## src/burner_defines.svh

```systemverilog
// timing and code constants for the burner sequence supervisor
`ifndef BURNER_DEFINES_SVH
`define BURNER_DEFINES_SVH
`define CLK_HZ 250000000
`define MS_PER_S 1000
// one millisecond tick, derived from the clock rate
`define TICK_CYCLES (`CLK_HZ / `MS_PER_S)
// sequence times in milliseconds
`define AIR_PROVE_MS 60000
`define PREPURGE_MS 44000
`define DAMPER_OPEN_MS 36000
`define DAMPER_CLOSE_MS 8000
`define PREIGNITION_MS 3000
`define POSTIGNITION_MS 2500
`define STRAY_WINDOW_MS 5000
`define SAFETY_MS 3000
`define STAGE2_DELAY_MS 6000
`define QUICK_FAN_MS 2500
`define QUICK_RETRY_MS 10000
`define HOLD_MS 3000
// lamp display times in milliseconds
`define LOCK_STEADY_MS 10000
`define LOCK_GAP_MS 600
`define LOCK_TAIL_MS 1200
`define PHASE_TAIL_MS 1000
`define SHORT_PULSE_MS 200
`define LONG_PULSE_MS 600
`define PULSE_PAUSE_MS 200
`endif

```

## src/burner_pkg.sv

```systemverilog
// shared types of the burner sequence supervisor
package burner_pkg;
    // sequence phases, one-hot
    typedef enum logic [11:0] {
        IDLE = 12'h001,
        RECALL = 12'h002,
        QUICK = 12'h004,
        QWAIT = 12'h008,
        WAITAIR = 12'h010,
        PREPURGE = 12'h020,
        PREIGN = 12'h040,
        SAFETY = 12'h080,
        STAGE2 = 12'h100,
        RUN = 12'h200,
        LOCKOUT = 12'h400,
        LOWMAINS = 12'h800
    } phase_e;
    // lockout causes as kept in nonvolatile memory
    typedef enum logic [2:0] {
        C_NONE = 3'h0,
        C_SAFETY = 3'h1,
        C_STRAY = 3'h2,
        C_AIRWELD = 3'h3,
        C_AIRTIMEOUT = 3'h4,
        C_AIROPEN = 3'h5,
        C_FLAMELOSS = 3'h6,
        C_MANUAL = 3'h7
    } cause_e;
    // flash code: long pulses first, then short pulses
    typedef struct packed {
        logic [1:0] longs;
        logic [2:0] shorts;
    } flash_s;
    // field inputs, sampled together
    typedef struct packed {
        logic heatDemand;
        logic airSwitch;
        logic flame;
        logic mainsLow;
        logic button;
    } field_in_s;
    // burner load outputs
    typedef struct packed {
        logic fan;
        logic ignition;
        logic valve1;
        logic valve2;
        logic damperOpen;
        logic alarm;
    } loads_s;
endpackage

```

## src/burner_sequence_supervisor.sv

```systemverilog
// burner sequencer and supervisor with flash-code lamp
`timescale 1ns/1ps
`default_nettype none
`include "burner_defines.svh"
module burner_sequence_supervisor #(
    parameter int TICK_CYCLES = `TICK_CYCLES // clocks per ms tick
) (
    input wire logic clk,
    input wire logic rst,
    input wire logic ce,
    input wire burner_pkg::field_in_s fieldIn, // raw field pins
    input wire logic [2:0] nvmCause, // stored cause, pin level
    output burner_pkg::loads_s loads,
    output logic led,
    output logic nvmWe, // one-cycle write strobe
    output logic [2:0] nvmData,
    output logic [2:0] lockCause // cause now held
);
    burner_pkg::field_in_s meta_q, in_q; // two-flop synchroniser
    logic [2:0] nvmMeta_q, nvmIn_q; // stored cause synchroniser
    logic btnPrev_q; // button, one cycle old
    logic [17:0] div_q; // ms prescaler
    logic msTick; // one-cycle ms strobe
    burner_pkg::phase_e st_q, st_d; // sequence phase
    logic [16:0] ms_q; // ms spent in phase
    burner_pkg::cause_e cause_q, cause_d; // lockout cause
    logic retried_q; // quick retry already used
    logic booted_q; // stored cause looked at
    logic [11:0] hold_q; // button hold time, ms
    logic held; // button held long enough
    logic activeRun; // start-up or running phase
    logic airWatch; // air switch must stay closed
    logic btnRelease, btnPress;
    burner_pkg::flash_s code; // lamp code for this phase
    // flash code of each lockout cause
    function automatic burner_pkg::flash_s causeCode(
        input burner_pkg::cause_e c);
        case (c)
            burner_pkg::C_SAFETY: causeCode = {2'h0, 3'h5};
            burner_pkg::C_STRAY: causeCode = {2'h1, 3'h3};
            burner_pkg::C_AIRWELD: causeCode = {2'h1, 3'h4};
            burner_pkg::C_AIRTIMEOUT: causeCode = {2'h2, 3'h1};
            burner_pkg::C_AIROPEN: causeCode = {2'h2, 3'h2};
            burner_pkg::C_FLAMELOSS: causeCode = {2'h2, 3'h3};
            burner_pkg::C_MANUAL: causeCode = {2'h3, 3'h0};
            default: causeCode = {2'h0, 3'h0};
        endcase
    endfunction
    // pins cross into the clock domain through two flops
    always_ff @(posedge clk) begin
        if (rst) begin
            meta_q <= '0;
            in_q <= '0;
            // stored cause keeps syncing so the first tick sees it
            nvmMeta_q <= nvmCause;
            nvmIn_q <= nvmMeta_q;
            btnPrev_q <= 1'b0;
        end else if (ce) begin
            meta_q <= fieldIn;
            in_q <= meta_q;
            nvmMeta_q <= nvmCause;
            nvmIn_q <= nvmMeta_q;
            btnPrev_q <= in_q.button;
        end
    end
    assign btnPress = in_q.button && !btnPrev_q;
    assign btnRelease = !in_q.button && btnPrev_q;
    // millisecond tick prescaler
    always_ff @(posedge clk) begin
        if (rst) begin
            div_q <= 18'h0_0000;
        end else if (ce) begin
            div_q <= msTick ? 18'h0_0000 : div_q + 18'h0_0001;
        end
    end
    assign msTick = div_q >= 18'(TICK_CYCLES - 1);
    assign activeRun = (st_q == burner_pkg::WAITAIR) ||
        (st_q == burner_pkg::PREPURGE) || (st_q == burner_pkg::PREIGN) ||
        (st_q == burner_pkg::SAFETY) || (st_q == burner_pkg::STAGE2) ||
        (st_q == burner_pkg::RUN);
    assign airWatch = activeRun && (st_q != burner_pkg::WAITAIR);
    // button hold timer over start-up and running
    always_ff @(posedge clk) begin
        if (rst) begin
            hold_q <= 12'h000;
        end else if (ce) begin
            if (!in_q.button || !activeRun) begin
                hold_q <= 12'h000;
            end else if (msTick && !held) begin
                hold_q <= hold_q + 12'h001;
            end
        end
    end
    assign held = hold_q > 12'(`HOLD_MS);
    // next phase and cause
    always_comb begin
        st_d = st_q;
        cause_d = cause_q;
        case (st_q)
            // wait for demand; act on a tick so pins have settled
            burner_pkg::IDLE: begin
                if (msTick && !booted_q &&
                    nvmIn_q != burner_pkg::C_NONE) begin
                    st_d = burner_pkg::RECALL;
                end else if (msTick && booted_q && in_q.heatDemand) begin
                    // air switch must start open
                    st_d = in_q.airSwitch ? burner_pkg::QUICK
                                          : burner_pkg::WAITAIR;
                end
            end
            // fan briefly, then show the stored lockout
            burner_pkg::RECALL: begin
                if (ms_q >= 17'(`QUICK_FAN_MS)) begin
                    st_d = burner_pkg::LOCKOUT;
                    cause_d = burner_pkg::cause_e'(nvmIn_q);
                end
            end
            // fan briefly with closed air switch
            burner_pkg::QUICK: begin
                if (ms_q >= 17'(`QUICK_FAN_MS)) begin
                    if (retried_q && in_q.airSwitch) begin
                        st_d = burner_pkg::LOCKOUT;
                        cause_d = burner_pkg::C_AIRWELD;
                    end else begin
                        st_d = burner_pkg::QWAIT;
                    end
                end
            end
            // quick lockout, cleared after 10 s
            burner_pkg::QWAIT: begin
                if (ms_q >= 17'(`QUICK_RETRY_MS)) begin
                    st_d = burner_pkg::IDLE;
                end
            end
            // fan on, wait for the air switch
            burner_pkg::WAITAIR: begin
                if (in_q.airSwitch) begin
                    st_d = burner_pkg::PREPURGE;
                end else if (ms_q >= 17'(`AIR_PROVE_MS)) begin
                    st_d = burner_pkg::LOCKOUT;
                    cause_d = burner_pkg::C_AIRTIMEOUT;
                end
            end
            // supervised purge, stray light checked at its end
            burner_pkg::PREPURGE: begin
                if (in_q.flame && ms_q >=
                    17'(`PREPURGE_MS - `STRAY_WINDOW_MS)) begin
                    st_d = burner_pkg::LOCKOUT;
                    cause_d = burner_pkg::C_STRAY;
                end else if (ms_q >= 17'(`PREPURGE_MS)) begin
                    st_d = burner_pkg::PREIGN;
                end
            end
            burner_pkg::PREIGN: begin
                if (ms_q >= 17'(`PREIGNITION_MS)) begin
                    st_d = burner_pkg::SAFETY;
                end
            end
            // first valve open, flame needed by the end
            burner_pkg::SAFETY: begin
                if (ms_q >= 17'(`SAFETY_MS)) begin
                    if (in_q.flame) begin
                        st_d = burner_pkg::STAGE2;
                    end else begin
                        st_d = burner_pkg::LOCKOUT;
                        cause_d = burner_pkg::C_SAFETY;
                    end
                end
            end
            // first stage burning, second held back
            burner_pkg::STAGE2: begin
                if (ms_q >= 17'(`STAGE2_DELAY_MS)) begin
                    st_d = burner_pkg::RUN;
                end
            end
            burner_pkg::RUN: begin
                if (!in_q.heatDemand) begin
                    st_d = burner_pkg::IDLE;
                end
            end
            // held until a button press
            burner_pkg::LOCKOUT: begin
                if (btnPress) begin
                    st_d = burner_pkg::IDLE;
                    cause_d = burner_pkg::C_NONE;
                end
            end
            // supply low: wait, restart when it returns
            default: begin
                if (!in_q.mainsLow) begin
                    st_d = burner_pkg::IDLE;
                end
            end
        endcase
        // flame lost after it was proven: no restart
        if ((st_q == burner_pkg::STAGE2 || st_q == burner_pkg::RUN) &&
            !in_q.flame) begin
            st_d = burner_pkg::LOCKOUT;
            cause_d = burner_pkg::C_FLAMELOSS;
        end
        // air switch must stay closed once proven
        if (airWatch && !in_q.airSwitch) begin
            st_d = burner_pkg::LOCKOUT;
            cause_d = burner_pkg::C_AIROPEN;
        end
        // long press then release shuts down
        if (activeRun && btnRelease && held) begin
            st_d = burner_pkg::LOCKOUT;
            cause_d = burner_pkg::C_MANUAL;
        end
        // supply low overrides every phase but lockout
        if (in_q.mainsLow && st_q != burner_pkg::LOCKOUT) begin
            st_d = burner_pkg::LOWMAINS;
            cause_d = cause_q;
        end
    end
    // phase register and phase timer
    always_ff @(posedge clk) begin
        if (rst) begin
            st_q <= burner_pkg::IDLE;
            ms_q <= 17'h0_0000;
        end else if (ce) begin
            st_q <= st_d;
            if (st_d != st_q) begin
                ms_q <= 17'h0_0000;
            end else if (msTick) begin
                ms_q <= ms_q + 17'h0_0001;
            end
        end
    end
    // cause, boot and retry bookkeeping; every change is stored
    always_ff @(posedge clk) begin
        if (rst) begin
            cause_q <= burner_pkg::C_NONE;
            booted_q <= 1'b0;
            retried_q <= 1'b0;
            nvmWe <= 1'b0;
            nvmData <= 3'h0;
        end else if (ce) begin
            cause_q <= cause_d;
            nvmWe <= cause_d != cause_q;
            nvmData <= cause_d;
            if (st_q == burner_pkg::IDLE && msTick) begin
                booted_q <= 1'b1;
            end
            // second try used up; cleared on a clean start
            if (st_q == burner_pkg::QWAIT) begin
                retried_q <= 1'b1;
            end else if (st_q == burner_pkg::WAITAIR ||
                         st_q == burner_pkg::LOCKOUT) begin
                retried_q <= 1'b0;
            end
        end
    end
    // load outputs, registered from the phase
    always_ff @(posedge clk) begin
        if (rst) begin
            loads <= '0;
        end else if (ce) begin
            loads.fan <= activeRun || st_q == burner_pkg::QUICK ||
                         st_q == burner_pkg::RECALL;
            // igniter off after the post-ignition interval
            loads.ignition <= st_q == burner_pkg::PREIGN ||
                (st_q == burner_pkg::SAFETY &&
                 ms_q < 17'(`POSTIGNITION_MS));
            loads.valve1 <= st_q == burner_pkg::SAFETY ||
                st_q == burner_pkg::STAGE2 || st_q == burner_pkg::RUN;
            loads.valve2 <= st_q == burner_pkg::RUN;
            // damper open first part of purge, then closes
            loads.damperOpen <= st_q == burner_pkg::RUN ||
                (st_q == burner_pkg::PREPURGE &&
                 ms_q < 17'(`DAMPER_OPEN_MS));
            loads.alarm <= st_q == burner_pkg::LOCKOUT;
        end
    end
    assign lockCause = cause_q;
    // lamp code per phase
    always_comb begin
        case (st_q)
            burner_pkg::WAITAIR: code = {2'h0, 3'h2};
            burner_pkg::PREPURGE: code = {2'h0, 3'h3};
            burner_pkg::PREIGN: code = {2'h0, 3'h4};
            burner_pkg::SAFETY: code = {2'h1, 3'h1};
            burner_pkg::STAGE2: code = {2'h1, 3'h2};
            burner_pkg::RUN: code = {2'h1, 3'h0};
            burner_pkg::LOWMAINS: code = {2'h2, 3'h0};
            burner_pkg::LOCKOUT: code = causeCode(cause_q);
            default: code = {2'h0, 3'h0};
        endcase
    end
    led_flasher lamp (
        .clk(clk),
        .rst(rst),
        .ce(ce),
        .msTick(msTick),
        .lockMode(st_q == burner_pkg::LOCKOUT),
        .code(code),
        .led(led)
    );
endmodule
`default_nettype wire

```

## src/led_flasher.sv

```systemverilog
// lamp flash-code generator for phase and lockout display
`timescale 1ns/1ps
`default_nettype none
`include "burner_defines.svh"
module led_flasher (
    input wire logic clk,
    input wire logic rst,
    input wire logic ce,
    input wire logic msTick,
    input wire logic lockMode,
    input wire burner_pkg::flash_s code,
    output logic led
);
    typedef enum logic [4:0] {
        F_STEADY = 5'h01,
        F_GAP = 5'h02,
        F_PULSE = 5'h04,
        F_PAUSE = 5'h08,
        F_TAIL = 5'h10
    } flash_e;
    flash_e st_q; // display step
    logic [13:0] ms_q; // ms spent in step
    burner_pkg::flash_s left_q; // pulses still to send
    logic tailDone; // end of dark tail
    logic [13:0] pulseLen; // length of current pulse
    // long pulses go out before short ones
    assign pulseLen = (left_q.longs != 2'h0) ? 14'(`LONG_PULSE_MS)
                                              : 14'(`SHORT_PULSE_MS);
    assign tailDone = ms_q >= (lockMode ? 14'(`LOCK_TAIL_MS - 1)
                                        : 14'(`PHASE_TAIL_MS - 1));
    // step sequencer, advances on millisecond ticks
    always_ff @(posedge clk) begin
        if (rst) begin
            st_q <= F_TAIL;
            ms_q <= 14'h0000;
            left_q <= '0;
        end else if (ce && msTick) begin
            ms_q <= ms_q + 14'h0001;
            case (st_q)
                // lit steadily between lockout codes
                F_STEADY: begin
                    if (ms_q >= 14'(`LOCK_STEADY_MS) - 14'h0001) begin
                        st_q <= F_GAP;
                        ms_q <= 14'h0000;
                    end
                end
                // short dark gap before the cause code
                F_GAP: begin
                    if (ms_q >= 14'(`LOCK_GAP_MS) - 14'h0001) begin
                        st_q <= (left_q == '0) ? F_TAIL : F_PULSE;
                        ms_q <= 14'h0000;
                    end
                end
                // one lit pulse
                F_PULSE: begin
                    if (ms_q >= pulseLen - 14'h0001) begin
                        // no pause after the last pulse: tail follows
                        st_q <= ({2'h0, left_q.longs} +
                                 {1'b0, left_q.shorts} == 4'h1)
                                ? F_TAIL : F_PAUSE;
                        ms_q <= 14'h0000;
                        if (left_q.longs != 2'h0) begin
                            left_q.longs <= left_q.longs - 2'h1;
                        end else begin
                            left_q.shorts <= left_q.shorts - 3'h1;
                        end
                    end
                end
                // dark pause between pulses
                F_PAUSE: begin
                    if (ms_q >= 14'(`PULSE_PAUSE_MS) - 14'h0001) begin
                        st_q <= (left_q == '0) ? F_TAIL : F_PULSE;
                        ms_q <= 14'h0000;
                    end
                end
                // dark tail, then reload the code
                default: begin
                    if (tailDone) begin
                        ms_q <= 14'h0000;
                        left_q <= code;
                        if (lockMode) begin
                            st_q <= F_STEADY;
                        end else if (code != '0) begin
                            st_q <= F_PULSE;
                        end
                    end
                end
            endcase
        end
    end
    // lamp drive, registered
    always_ff @(posedge clk) begin
        if (rst) begin
            led <= 1'b0;
        end else if (ce) begin
            led <= (st_q == F_STEADY) || (st_q == F_PULSE);
        end
    end
endmodule
`default_nettype wire

```

## config.mk

```make
export PLATFORM = sky130hd
export DESIGN_NAME = burner_sequence_supervisor
export DESIGN_NICKNAME = d
export VERILOG_FILES = /design/src/burner_pkg.sv /design/src/burner_sequence_supervisor.sv /design/src/led_flasher.sv
export VERILOG_INCLUDE_DIRS = /design/src
export SDC_FILE = /design/constraint.sdc
export NUM_CORES = 1
export LEC_CHECK = 0
export ABC_AREA = 1
export ABC_CLOCK_PERIOD_IN_PS = 3300
export BUFFER_PORTS_ARGS = -buffer_cell sky130_fd_sc_hd__buf_4
export CORE_ASPECT_RATIO = 0.5
export CORE_MARGIN = 2
export CORE_UTILIZATION = 63
export CTS_CLUSTER_SIZE = 40
export DETAILED_ROUTE_END_ITERATION = 6
export PLACE_DENSITY = 0.81
export REMOVE_ABC_BUFFERS = 1
export SLEW_MARGIN = 40
export SYNTH_ARGS = -nofsm -noshare
export SYNTH_HDL_FRONTEND = slang
export SYNTH_SLANG_ARGS = --single-unit
```

## constraint.sdc

```tcl
create_clock -name clk -period 3.3 [get_ports clk]
set_input_delay 0.495 -clock clk [delete_from_list [all_inputs] [get_ports clk]]
set_output_delay 0.495 -clock clk [all_outputs]
set_load 0.005 [all_outputs]
```

; ---- Word-level counts from Yosys, hierarchy flattened
; Index checks and enable logic that the tools add are counted.
[totals]
reg_bits = 113
inputBits = 11
out_inout_bits = 14
wordCells = 224
[op_classes]
addsub = 8
order_cmp = 16
n_eq_ne = 34
mux = 73
bitwise = 1
reduce_logical = 60
[ops]
columns = op, count
row1 = $mux 12, 21
row2 = $pmux 12 s11, 1
row3 = $mux 14, 5
row4 = $mux 5, 12
row5 = $pmux 14 s4, 1
row6 = $mux 3, 18
row7 = $ge 17x16->1 const B, 3
row8 = $pmux 5 s8, 1
row9 = $pmux 5 s7, 1
row10 = $ge 17x12->1 const B, 2
row11 = $mux 17, 2
row12 = $mux 11, 3
row13 = $ge 14x14->1, 2
row14 = $pmux 5 s4, 1
row15 = $logic_and 1x1->1, 19
row16 = $add 18x1->18 const B, 1
row17 = $ge 18x18->1 const B, 1
row18 = $mux 18, 1
row19 = $pmux 3 s6, 1
row20 = $add 17x1->17 const B, 1
row21 = $ge 17x13->1 const B, 1
row22 = $ge 17x14->1 const B, 1
row23 = $lt 17x12->1 const B, 1
row24 = $lt 17x16->1 const B, 1
row25 = other kinds (52), 91

; ---- Longest topological paths before layout
; Gate-level depths: netlist (run 1).
[logic_depth]
word_depth = 14
ltp_mapped = 24
depth_no_buf = 23

; ---- Hierarchy
; Synthesis (run 1) repeated with hierarchy kept, for this count alone.
[unflattened]
hier_cells = 1252
area_unflattened_um2 = 7981.4
[by_module_without_submodules]
columns = module, instances, cells_per_inst, area_each_um2, seq_area_each_um2
row1 = burner_sequence_supervisor, 1, 888, 5786.8, 1821.7
row2 = led_flasher, 1, 364, 2194.6, 500.5

; ---- Worst setup path after synthesis (run 1)
; Ideal clock, no wire load.
[synth_path]
path_type = reg-to-reg
startpoint = register st_q[0]
endpoint = register ms_q[9]
setup_time_ps = 70
arrival_time_ps = 2456
required_time_ps = 3230
path_slack_ps = 774
path_stages_with_launch = 19
path_buffers = 1
period_less_slack_ps = 2526
cell_sequence = dfxtp_1 > nor2_1 > nand2_4 > nor2_8 > nand2_4 > inv_2 > nor2_1 > inv_2 > nand2_1 > nor2_4 > nand2_1 > xor2_1 > nand3_1 > nor2_2 > nand2_2 > nor2_4 > buf_6 > nand2_1 > a21oi_1
[synth_between]
elab_cells_between_ends = 49
cone_classes = eq/ne: 14 / mux: 21 / reduce/logical: 14
[synth_lines]
columns = item, line
row1 = "start, declared", burner_sequence_supervisor.sv:24  ; burner_pkg::phase_e st_q, st_d;
row2 = "start signal, assigned", burner_sequence_supervisor.sv:220  ; st_q <= burner_pkg::IDLE;
row3 = "start signal, assigned", burner_sequence_supervisor.sv:223  ; st_q <= st_d;
row4 = $eq 12x11->1 (*), --
row5 = named net lamp.lockMode, led_flasher.sv:10  ; input wire logic lockMode,
row6 = $pmux 12 s11 (*), burner_sequence_supervisor.sv:99  ; case (st_q)
row7 = $mux 12 (*), burner_sequence_supervisor.sv:196  ; if ((st_q == burner_pkg::STAGE2 || st_q == burner_pkg::RUN) &&
row8 = $mux 12 (*), burner_sequence_supervisor.sv:202  ; if (airWatch && !in_q.airSwitch) begin
row9 = $mux 12 (*), burner_sequence_supervisor.sv:207  ; if (activeRun && btnRelease && held) begin
row10 = $mux 12 (*), burner_sequence_supervisor.sv:212  ; if (in_q.mainsLow && st_q != burner_pkg::LOCKOUT) begin
row11 = $ne 12x12->1 (*), burner_sequence_supervisor.sv:224  ; if (st_d != st_q) begin
row12 = $reduce_bool 2->1 (no line), --
row13 = $reduce_and 2->1 (no line), --
row14 = "end signal, assigned", burner_sequence_supervisor.sv:227  ; ms_q <= ms_q + 17'h0_0001;
row15 = "end, declared", burner_sequence_supervisor.sv:25  ; logic [16:0] ms_q;
; The timed path passes the listed nets; every way through them passes the cells marked *.
; A chain may end at the register's enable or synchronous reset.

; ---- Worst setup path after layout (run 1)
[layout_path]
startpoint = register ms_q[12]
endpoint = register ms_q[16]
[layout_between]
elab_chain_len = 11
elab_cells_between_ends = 29
cone_classes = add/sub: 1 / order compare: 7 / eq/ne: 1 / mux: 17 / reduce/logical: 3
[layout_rtl]
columns = item, line
row1 = "$ge 17x16->1, on equally long branches", "burner_sequence_supervisor.sv:150, burner_sequence_supervisor.sv:139, burner_sequence_supervisor.sv:146"
row2 = "$mux 12, or another cell as far along", burner_sequence_supervisor.sv:150  ; end else if (ms_q >= 17'(`PREPURGE_MS)) begin
row3 = "$mux 12, on equally long branches", "burner_sequence_supervisor.sv:146, burner_sequence_supervisor.sv:137"
row4 = $pmux 12 s11, burner_sequence_supervisor.sv:99
row5 = $mux 12, burner_sequence_supervisor.sv:196
row6 = $mux 12, burner_sequence_supervisor.sv:202
row7 = $mux 12, burner_sequence_supervisor.sv:207
row8 = $mux 12, burner_sequence_supervisor.sv:212
row9 = $ne 12x12->1, burner_sequence_supervisor.sv:224
row10 = $reduce_bool 2->1 (no line), --
row11 = $reduce_and 2->1 (no line), --
; Parallel ways exist; a longest one is shown, timed or not. The select of a mux whose other input is x is not followed.

==> results.txt, run 1 <==
Per report_power, the sequential group accounts for 24.8% of the total. The biggest area contributor in the post-synthesis netlist is sky130_fd_sc_hd__dfxtp_1. The average instance in the mapped netlist occupies 6.27 um^2. The tools report the critical path endpoint category as a register. The master of the slowest instance on the critical path is sky130_fd_sc_hd__dfxtp_1. The worst path arrival time came out at 3.50 ns. Across the routed clock network, the largest skew measured is 0.0145 ns. Counting along the longest clock path gives a buffer depth of 2. The number of standard cells after synthesis was 1,222; the time the worst path needs with I/O delays and setup was 3.17 ns. Type of the setup path with the least slack: register to register.

The worst slew margin relative to its limit is 53.8%, and the maximum ir drop on the vdd rail is 484 uV. Using the TritonRoute via totals, the vias-per-cell ratio works out to 6.02. Of the total power, the share spent switching nets is 42.1%.

The floorplan step defined a die boundary enclosing 13,100 um^2. The via count of the first global-routing pass is 7,817, and the portion of total power attributed to combinational logic is 43.2%. After detailed routing, the average wire length per cell comes to 17.3 um. Summed over all cells, the static leakage comes to 4.02 nW. Global routing used 37.8% of the available tracks. Final hold violation count: 0. The path class of the tightest hold or removal check is input port to register. Setup repair after global routing could not meet its margin everywhere.

In the post-route analysis, the smallest setup slack over all paths is 0.133 ns. The endpoint identified for the worst register-to-register timing path is ms_q[16]$_SDFFE_PP0P_. In this run the most critical hold path is launched from nvmCause[2]. TritonCTS built the clock tree. The routed layout has 8,637 vias. The internal portion of the total power is 3.73 mW. For the worst endpoint required time, the log shows 3.64 ns. The floorplan step set the die height to 82.0 um.

The number of cells on the worst hold path was 1. The synthesized netlist devotes 3.36% of its cell area to adder and majority cells. The first global-routing pass estimated 38,800 um of wire. In this run the number of H-tree levels came out at 4.

For the pin with the worst max-slew slack, the measured transition is 0.687 ns. The antenna diode instance count was 0. The number of distinct standard cells referenced by the synthesized netlist came out at 54. Max-slew violation count: 0. The startpoint of the worst register-to-register path is ms_q[12]$_SDFFE_PP0P_. The run gives 0.42 ns as the worst-skew pair later-pin latency. The maximum achievable frequency was 316 MHz; the post-route clock period utilization was 96.0%. The maximum fanout along the worst path was 13.

The net count of the finished layout is 1,288. Once the floorplan was initialized, standard cells occupied 64.7% of the core. The fraction of layout cells with a size suffix above 1 was 10.6%. The signal on the critical path passes through inv_1 > nand2_1 > nor2_1 > nand3_1 > nand2_1 > nand4_1 > nand2_1 > nor2_1 > nand2_1 > nor2_1 > nand2_1 > nand2_1 > nand2_1 > nand2_1 > inv_1 > nand2_1 > nor2_4 > nand2_2 > nor2_4 > buf_12 > nand2_1 > a21oi_1. The first routing iteration left 1,241 violations. Final weighted congestion of routability-driven global placement: 1.10. Initial antenna violation count: 0. The cell at the root of the clock tree is sky130_fd_sc_hd__clkbuf_16. Number of clock sinks seen by CTS: 113.

For the total CTS buffers, the log shows 17. The wire-length estimate of the detail-placed layout is 17,900 um. In the routed design, unresolved DRC markers number 0. The detail route stage leaves a number of antenna-violating nets equal to 0.

The worst setup path startpoint was ms_q[12]$_SDFFE_PP0P_. For the net switching power, the log shows 2.71 mW. Summed over all layers, the global routing overflow is 0.

In this run the standard cell core region covers 11,800 um^2. Among the stages of the critical path, the cell type that occurs most often is sky130_fd_sc_hd__nand2_1. The share of total power dissipated in the clock network is 31.9%. STA classifies the critical path startpoint as a register. Counting flops with a built-in enable in the synthesized netlist gives 6. The multiplexer share of the synthesized area works out to 0%. Sorting the synthesized cells by area gives the leading types as sky130_fd_sc_hd__dfxtp_1 (28%), sky130_fd_sc_hd__nand2_1 (14%), sky130_fd_sc_hd__nand3_1 (8.6%), sky130_fd_sc_hd__nor2_1 (8.1%), sky130_fd_sc_hd__inv_1 (7.6%). Measured in cells, the most critical reg-to-reg path has a length of 22. After synthesis the netlist holds a flip-flop and latch count of 113. In this run the horizontal extent of the chip is 160 um. The synthesized-area fraction occupied by xor and xnor cells is 2.17%, and the number of max-capacitance violations reported is 0.

The routed design has 24,800 um of wire. The power per unit of standard cell area came out at 731 nW/um^2. For this run, the slowest stage of the critical path takes 0.39 ns. The synthesis-to-finish area growth came out at 14.8%. For this run, the detailed router's first-pass iteration total came to 6. The dominant combinational cell family by area after synthesis was simple AND/OR/NAND/NOR gates. The tools report the worst hold path endpoint as nvmMeta_q[2]$_DFFE_PP_.

The simple-gate share of the synthesized area came out at 40.0%. The most used flip-flop cell after synthesis is sky130_fd_sc_hd__dfxtp_1. The worst register-to-register path has a setup slack of 0.13 ns.

In this run the cell area of the synthesized design comes to 7660 um^2. The worst slack after detailed placement is -0.0119 ns. Of the post-synthesis cell area, the dominant cell type holds 28.0%. The largest net degree at the start of global routing was 28.

The flow ran to the end, and the final reports show no timing, DRC or antenna violations. The count of buffers added on input and output ports is 24. For the number of synthesis warnings, the log shows 0. The fraction of the mapped netlist area in compound gates is 14.1%. Share of the yosys chip area belonging to registers: 30.3%. The floorplan has 28 rows. The clock-pin slew reported for the worst setup and hold paths after clock tree synthesis is 0.06 ns. The number of ports placed on the die boundary is 25, and the overall power of the completed layout is 6.43 mW.

The share of flip-flops with an asynchronous set or reset came out at 0%. Number of endpoints failing setup at the final stage: 0.
synth_stat cells, types with 17 or more instances:
| cell type | count |
|---|---|
| sky130_fd_sc_hd__nand2_1 | 292 |
| sky130_fd_sc_hd__nor2_1 | 165 |
| sky130_fd_sc_hd__inv_1 | 156 |
| sky130_fd_sc_hd__nand3_1 | 131 |
| sky130_fd_sc_hd__dfxtp_1 | 107 |
| sky130_fd_sc_hd__o21ai_0 | 58 |
| sky130_fd_sc_hd__a21oi_1 | 57 |
| sky130_fd_sc_hd__nor3_1 | 26 |
| sky130_fd_sc_hd__nand4_1 | 22 |
| sky130_fd_sc_hd__clkbuf_1 | 20 |
| sky130_fd_sc_hd__ha_1 | 19 |
| sky130_fd_sc_hd__o22ai_1 | 18 |
| sky130_fd_sc_hd__xor2_1 | 17 |
stage by stage:
step / std cells / hold slack (ns) / setup TNS (ns) / cell area, um^2 / util, %
2_1_floorplan: 1193 / 0.400 / 0 / 7520 / -
5_1_grt: 1434 / 0.249 / -0.0317 / 8790 / 74.3
3_5_place_dp: 1399 / 0.405 / -0.0119 / 8050 / 68.0
4_1_cts: 1431 / 0.253 / 0 / 8720 / 73.6
3_3_place_gp: 1399 / 0.405 / 0 / 8050 / 68.0
6_report: 1434 / 0.251 / 0 / 8790 / 74.3
power by group through the flow:
stage	Clock, mW	Sequential, mW	Combinational [mW]
finish	2.05	1.60	2.78
global route	2.11	1.61	3.07
CTS	2.05	1.59	2.57
detailed placement	0	1.61	2.55
global placement	0	1.61	2.55
floorplan	0	1.58	1.95
worst max-delay path by stage:
stage | end | slack [ns] | cells past startpoint
floorplan | ms_q[4]$_SDFFE_PP0P_ | 0.60 | 18
global placement | ms_q[1]$_SDFFE_PP0P_ | 0.09 | 20
detailed placement | ms_q[16]$_SDFFE_PP0P_ | -0.01 | 20
CTS | ms_q[16]$_SDFFE_PP0P_ | 0.04 | 21
global route | ms_q[16]$_SDFFE_PP0P_ | -0.02 | 20
finish | ms_q[16]$_SDFFE_PP0P_ | 0.13 | 22
logic make-up (layout without fill, tap and decap cells):
kind of cell             Yosys count  after routing
AND/OR/NAND/NOR                  689            689
buffers and inverters            197            244
AO/OA/AOI/OAI                    184            184
flip-flops                       113            113
adder cells (fa/ha/maj)           20             20
XOR/XNOR                          19             19
layout make-up:
| class | instances | area (um^2) |
|---|---|---|
| Clock buffer | 23 | 499 |
| Clock inverter | 8 | 149 |
| Fill cell | 997 | 3050 |
| Tap cell | 165 | 206 |
| Timing Repair Buffer | 45 | 360 |
| Inverter | 168 | 633 |
| Sequential cell | 113 | 2320 |
| Multi-Input combinational cell | 912 | 4620 |
worst max-delay path: cells and delay by family, from the launching register on:
| kind | cells | cell delay [ns] |
|---|---|---|
| flip-flops | 1 | 0.39 |
| AO/OA/AOI/OAI | 1 | 0.16 |
| AND/OR/NAND/NOR | 18 | 2.10 |
| buffers and inverters | 3 | 0.41 |
repair_timing:
item	CTS	global route
buffers inserted	1	3
cloned	0	0
setup endpoints to repair	4	28
hold buffers	0	0
resized for setup	0	18
pin swaps	1	2
layout by cell type (no fill, tap or decap), types with 19 or more instances in the layout:
| cell type | Yosys | layout |
|---|---|---|
| sky130_fd_sc_hd__nor3_1 | 26 | 26 |
| sky130_fd_sc_hd__buf_4 | 3 | 42 |
| sky130_fd_sc_hd__o21ai_0 | 58 | 58 |
| sky130_fd_sc_hd__nand2_1 | 292 | 289 |
| sky130_fd_sc_hd__nand4_1 | 22 | 22 |
| sky130_fd_sc_hd__inv_1 | 156 | 156 |
| sky130_fd_sc_hd__nor2_1 | 165 | 157 |
| sky130_fd_sc_hd__ha_1 | 19 | 19 |
| sky130_fd_sc_hd__nand3_1 | 131 | 130 |
| sky130_fd_sc_hd__a21oi_1 | 57 | 57 |
| sky130_fd_sc_hd__dfxtp_1 | 107 | 105 |
state kept, by name (all words and copies together), names as in the netlist, 3 cells and up:
name,flops
lamp.ms_q,14
in_q,5
loads,6
ms_q,17
div_q,18
lockCause,3
hold_q,12
nvmIn_q,3
st_q,12
lamp.left_q,5
nvmMeta_q,3
lamp.st_q,5
meta_q,5
layer usage:
metal | wire length, um | global-route usage, %
met5 | 0 | 0
met4 | 669 | 13.4
met3 | 2790 | 9.24
met2 | 10500 | 61.0
met1 | 10800 | 50.1
(Power assumes the default switching activity.)
==> run 2, diff against run 1 <==
- ABC_AREA: 1 -> 0
==> run 2 against run 1 <==
Non-clock buffer count rose by 57. Die area shrank 0.33%. Critical path depth is 11 lower. Synthesized area fell by 0.34%. Clock-buffer cell count shrank 3. Utilization up 2.2 points. Critical path type unchanged. Critical endpoint is now ms_q[15]$_SDFFE_PP0P_. Highest routed layer unchanged.
==> results.txt, run 2 <==
The run finished with clean final reports. The flip-flop count of the largest register after layout works out to 18. TritonCTS built the clock tree.

In this run the vertical extent of the chip is 81.8 um. By area the synthesized netlist is led by sky130_fd_sc_hd__dfxtp_1 (28%), sky130_fd_sc_hd__nor2_1 (5.5%), sky130_fd_sc_hd__nand2_1 (4.6%), sky130_fd_sc_hd__a21oi_1 (3.3%), sky130_fd_sc_hd__ha_1 (3.1%). Type of element launching the critical path: a register. The dominant cell type by area after synthesis is sky130_fd_sc_hd__dfxtp_1. The run gives 0 as the final hold violation count. The per-cell via count in the routed design is 6.58. Critical path endpoint category: a register. The area of the die is 13,100 um^2. For this design the static power due to leakage is 3.47 nW. The logs give 0 for the total of hold buffers inserted after clock tree synthesis and 0 for the initial antenna violation count. Predominant post-synthesis flop cell: sky130_fd_sc_hd__dfxtp_1. The tools report the total DRC errors in the routed layout as 0. A synthesized cell averages 7.85 um^2. The dominant combinational cell family by area after synthesis was simple AND/OR/NAND/NOR gates.

After floorplanning, the core was sized to cover 11,800 um^2. The number of ports placed on the die boundary came out at 25. The repair_antennas step left the layout with diodes totalling 0.

The pin slew with the least headroom to its limit is 0.797 ns. The max-slew violation count was 0. Detailed placement ended at an HPWL of 17,300 um. The first TritonRoute pass finished after 5 iterations. The run gives 1,026 as the count of routing violations after the opening detailed-route iteration. In the post-synthesis netlist, the cell with the most instances is sky130_fd_sc_hd__nor2_1.

The class of the tightest hold or removal check is input port to register. The run gives 0.0555 ns as the worst setup margin. In the final layout, the registers with the most flip-flops are div_q: 18 flops, ms_q: 17 flops, lamp.ms_q: 14 flops. The library cell used most frequently in the layout, excluding fill and tap cells, is sky130_fd_sc_hd__nor2_1. The cell area that synthesis handed to floorplanning was 7630 um^2. The congestion estimate from routability-driven global placement came to 1.03.

The worst slew margin relative to its limit was 46.8%; the clock-pin slew reported for the worst setup and hold paths after clock tree synthesis was 0.06 ns. Of the cells placed in the final design, the portion with a size suffix greater than 1 is 20.1%. Clock latency on the worst-skew pair, taken at its later pin, is 0.42 ns. The maximum fanout along the worst path works out to 6.

The flip-flop and latch count after synthesis was 113. The power per unit of standard cell area was 577 nW/um^2; the simple-gate share of the synthesized area was 31.0%. Once layout is complete, the utilization of the core stands at 76.5%.

The run gives 93 as the number of distinct standard cells referenced by the synthesized netlist. For this configuration, the core starts out at a cell density of 64.7%. The synthesized netlist devotes 21.9% of its cell area to compound gates. In the synthesized netlist, the cells that appear most often are sky130_fd_sc_hd__nor2_1 (111), sky130_fd_sc_hd__dfxtp_1 (107), sky130_fd_sc_hd__nand2_1 (93). The routed wire length was 24,200 um; the share of flip-flops with an asynchronous set or reset was 0%. The logs give 0 for the post-detailed-route count of antenna-violating nets and 7,053 for the via count of the first global-routing pass. The wire length per cell is 20.2 um.

Data on the critical path is required at its endpoint by 3.65 ns. Synthesis handed over a netlist of 972 instances. The top cell type's share of synthesized area was 28.1%. The floorplan step set the die width to 160 um. The number of port buffers is 24. Before CTS, the worst setup slack after placement is 0.0473 ns. After Yosys synthesis, full adders, half adders and majority gates account for 3.38% of the synthesized area. The detailed-route via count came out at 7,895.

Clock skew on the completed layout was measured at 0.0134 ns. The top cell types in the final layout, fill and taps aside, are sky130_fd_sc_hd__nor2_1 (111), sky130_fd_sc_hd__dfxtp_1 (104), sky130_fd_sc_hd__buf_4 (100). The run gives 847 as the count of filler cells inserted in the layout. The Yosys step of the flow raised 0 warnings. Setup total negative slack on the finished layout was measured at 0 ns.

Global-route usage over all layers: 37.1%. In this run the number of H-tree levels came out at 4. Data arrives at the worst endpoint at 3.59 ns.

CTS placed an instance of sky130_fd_sc_hd__clkbuf_16 at the clock tree root. The run gives 2 as the worst-case clock buffer depth. The design draws 5.21 mW. The synthesis-to-finish area growth was 18.3%. The tools report the maximum achievable frequency as 308 MHz. Setup violations remaining at the end of the flow were counted as 0. The final net count was 1,052; the synthesized-area fraction occupied by xor and xnor cells was 4.36%. The worst setup path is of the register to register kind. The routed design could run at a clock period as short as 3.24 ns. div_q holds more flip-flops than any other register. The number of standard-cell rows in the floorplan came out at 28. The portion of synthesized area spent on multiplexers is 2.93%. The number of clock sinks seen by CTS came out at 113. For this run, the register share of the synthesized area comes to 30.4%. For the total CTS buffers, the log shows 17. The worst-case IR drop observed on VDD is 605 uV.

The synthesized design contains 6 enable-type register cells. Of the available clock period, the critical path in the final layout requires 98.3%. Max-cap violations in this run came to 0.

Global routing finished with a remaining overflow of 0. Entering global routing, the biggest net connects 51 pins. Global-route wire length before repair: 37,600 um.
run 2: cell types whose count changed after synthesis, moves of 13 or more:
cell                       before  now
sky130_fd_sc_hd__clkbuf_1      20   47
sky130_fd_sc_hd__and3_1         4   21
sky130_fd_sc_hd__mux2i_1        0   19
sky130_fd_sc_hd__nand2_1      292   93
sky130_fd_sc_hd__nor2_1       165  111
sky130_fd_sc_hd__inv_1        156   31
sky130_fd_sc_hd__nand3_1      131   41
sky130_fd_sc_hd__o21ai_0       58   35
sky130_fd_sc_hd__buf_2          1   14
run 2: path summary, 6_finish.rpt:
path                                              from                     end  slack, ns  depth (start not counted)
worst max-delay path              st_q[0]$_SDFFE_PP1P_   ms_q[15]$_SDFFE_PP0P_       0.06                         11
worst min-delay path                       nvmCause[2]  nvmMeta_q[2]$_DFFE_PP_       0.25                          1
worst max register to register    st_q[0]$_SDFFE_PP1P_   ms_q[15]$_SDFFE_PP0P_       0.06                         11
worst min register to register  nvmMeta_q[1]$_DFFE_PP_    nvmIn_q[1]$_DFFE_PP_       0.42                          0
run 2: power breakdown:
part           switching, mW  internal, mW
Combinational           1.04         0.747
Sequential            0.0622          1.43
Clock                  0.708          1.23
run 2: worst max-delay path, stage by stage, from the launching register on:
cell	delay, ns
sky130_fd_sc_hd__dfxtp_2	0.35
sky130_fd_sc_hd__or4_4	0.61
sky130_fd_sc_hd__buf_4	0.17
sky130_fd_sc_hd__or4_4	0.58
sky130_fd_sc_hd__a31oi_4	0.20
sky130_fd_sc_hd__nand2_2	0.12
sky130_fd_sc_hd__nand3b_1	0.20
sky130_fd_sc_hd__o2111ai_2	0.21
sky130_fd_sc_hd__a211oi_4	0.29
sky130_fd_sc_hd__buf_4	0.22
sky130_fd_sc_hd__nand3_1	0.09
sky130_fd_sc_hd__a21oi_1	0.13
run 2: metrics by stage:
stage	cell area, um^2	std cells	hold slack, ns
4_1_cts	8860	1193	0.250
3_5_place_dp	8250	1161	0.405
5_1_grt	9030	1199	0.244
6_report	9030	1199	0.252
3_3_place_gp	8250	1161	0.404
2_1_floorplan	7290	900	0.400
run 2: cells by family (layout without fill, tap and decap cells):
kind of cell               count (synthesis)  count (layout)
buffers and inverters                    104             166
xor gates and xnor gates                  38              38
and+or+nand+nor                          446             446
adders and majority gates                 20              20
DFF                                      113             113
AOI/OAI and AO/OA                        229             229
muxes                                     22              22
run 2: final cells by class:
cell class	count	area (um^2)	area share [%]
Clock buffer	20	458	5.07
Timing Repair Buffer	102	791	8.76
Multi-Input combinational cell	755	4970	55.1
Tap cell	165	206	2.29
Inverter	32	121	1.34
Sequential cell	113	2330	25.8
Clock inverter	12	155	1.72
run 2: metal layers:
metal	track usage, %	routed length [um]	vias to the layer above
li1	-	-	3663
met1	49.4	10400	3718
met2	58.1	10600	447
met3	10.1	2580	67
met4	14.5	610	0
met5	0	0	-
run 2: what timing repair did:
item,in CTS,in global routing
setup endpoints to repair,1,40
buffers inserted,0,6
resized for setup,1,25
cloned,0,0
pin swaps,0,11
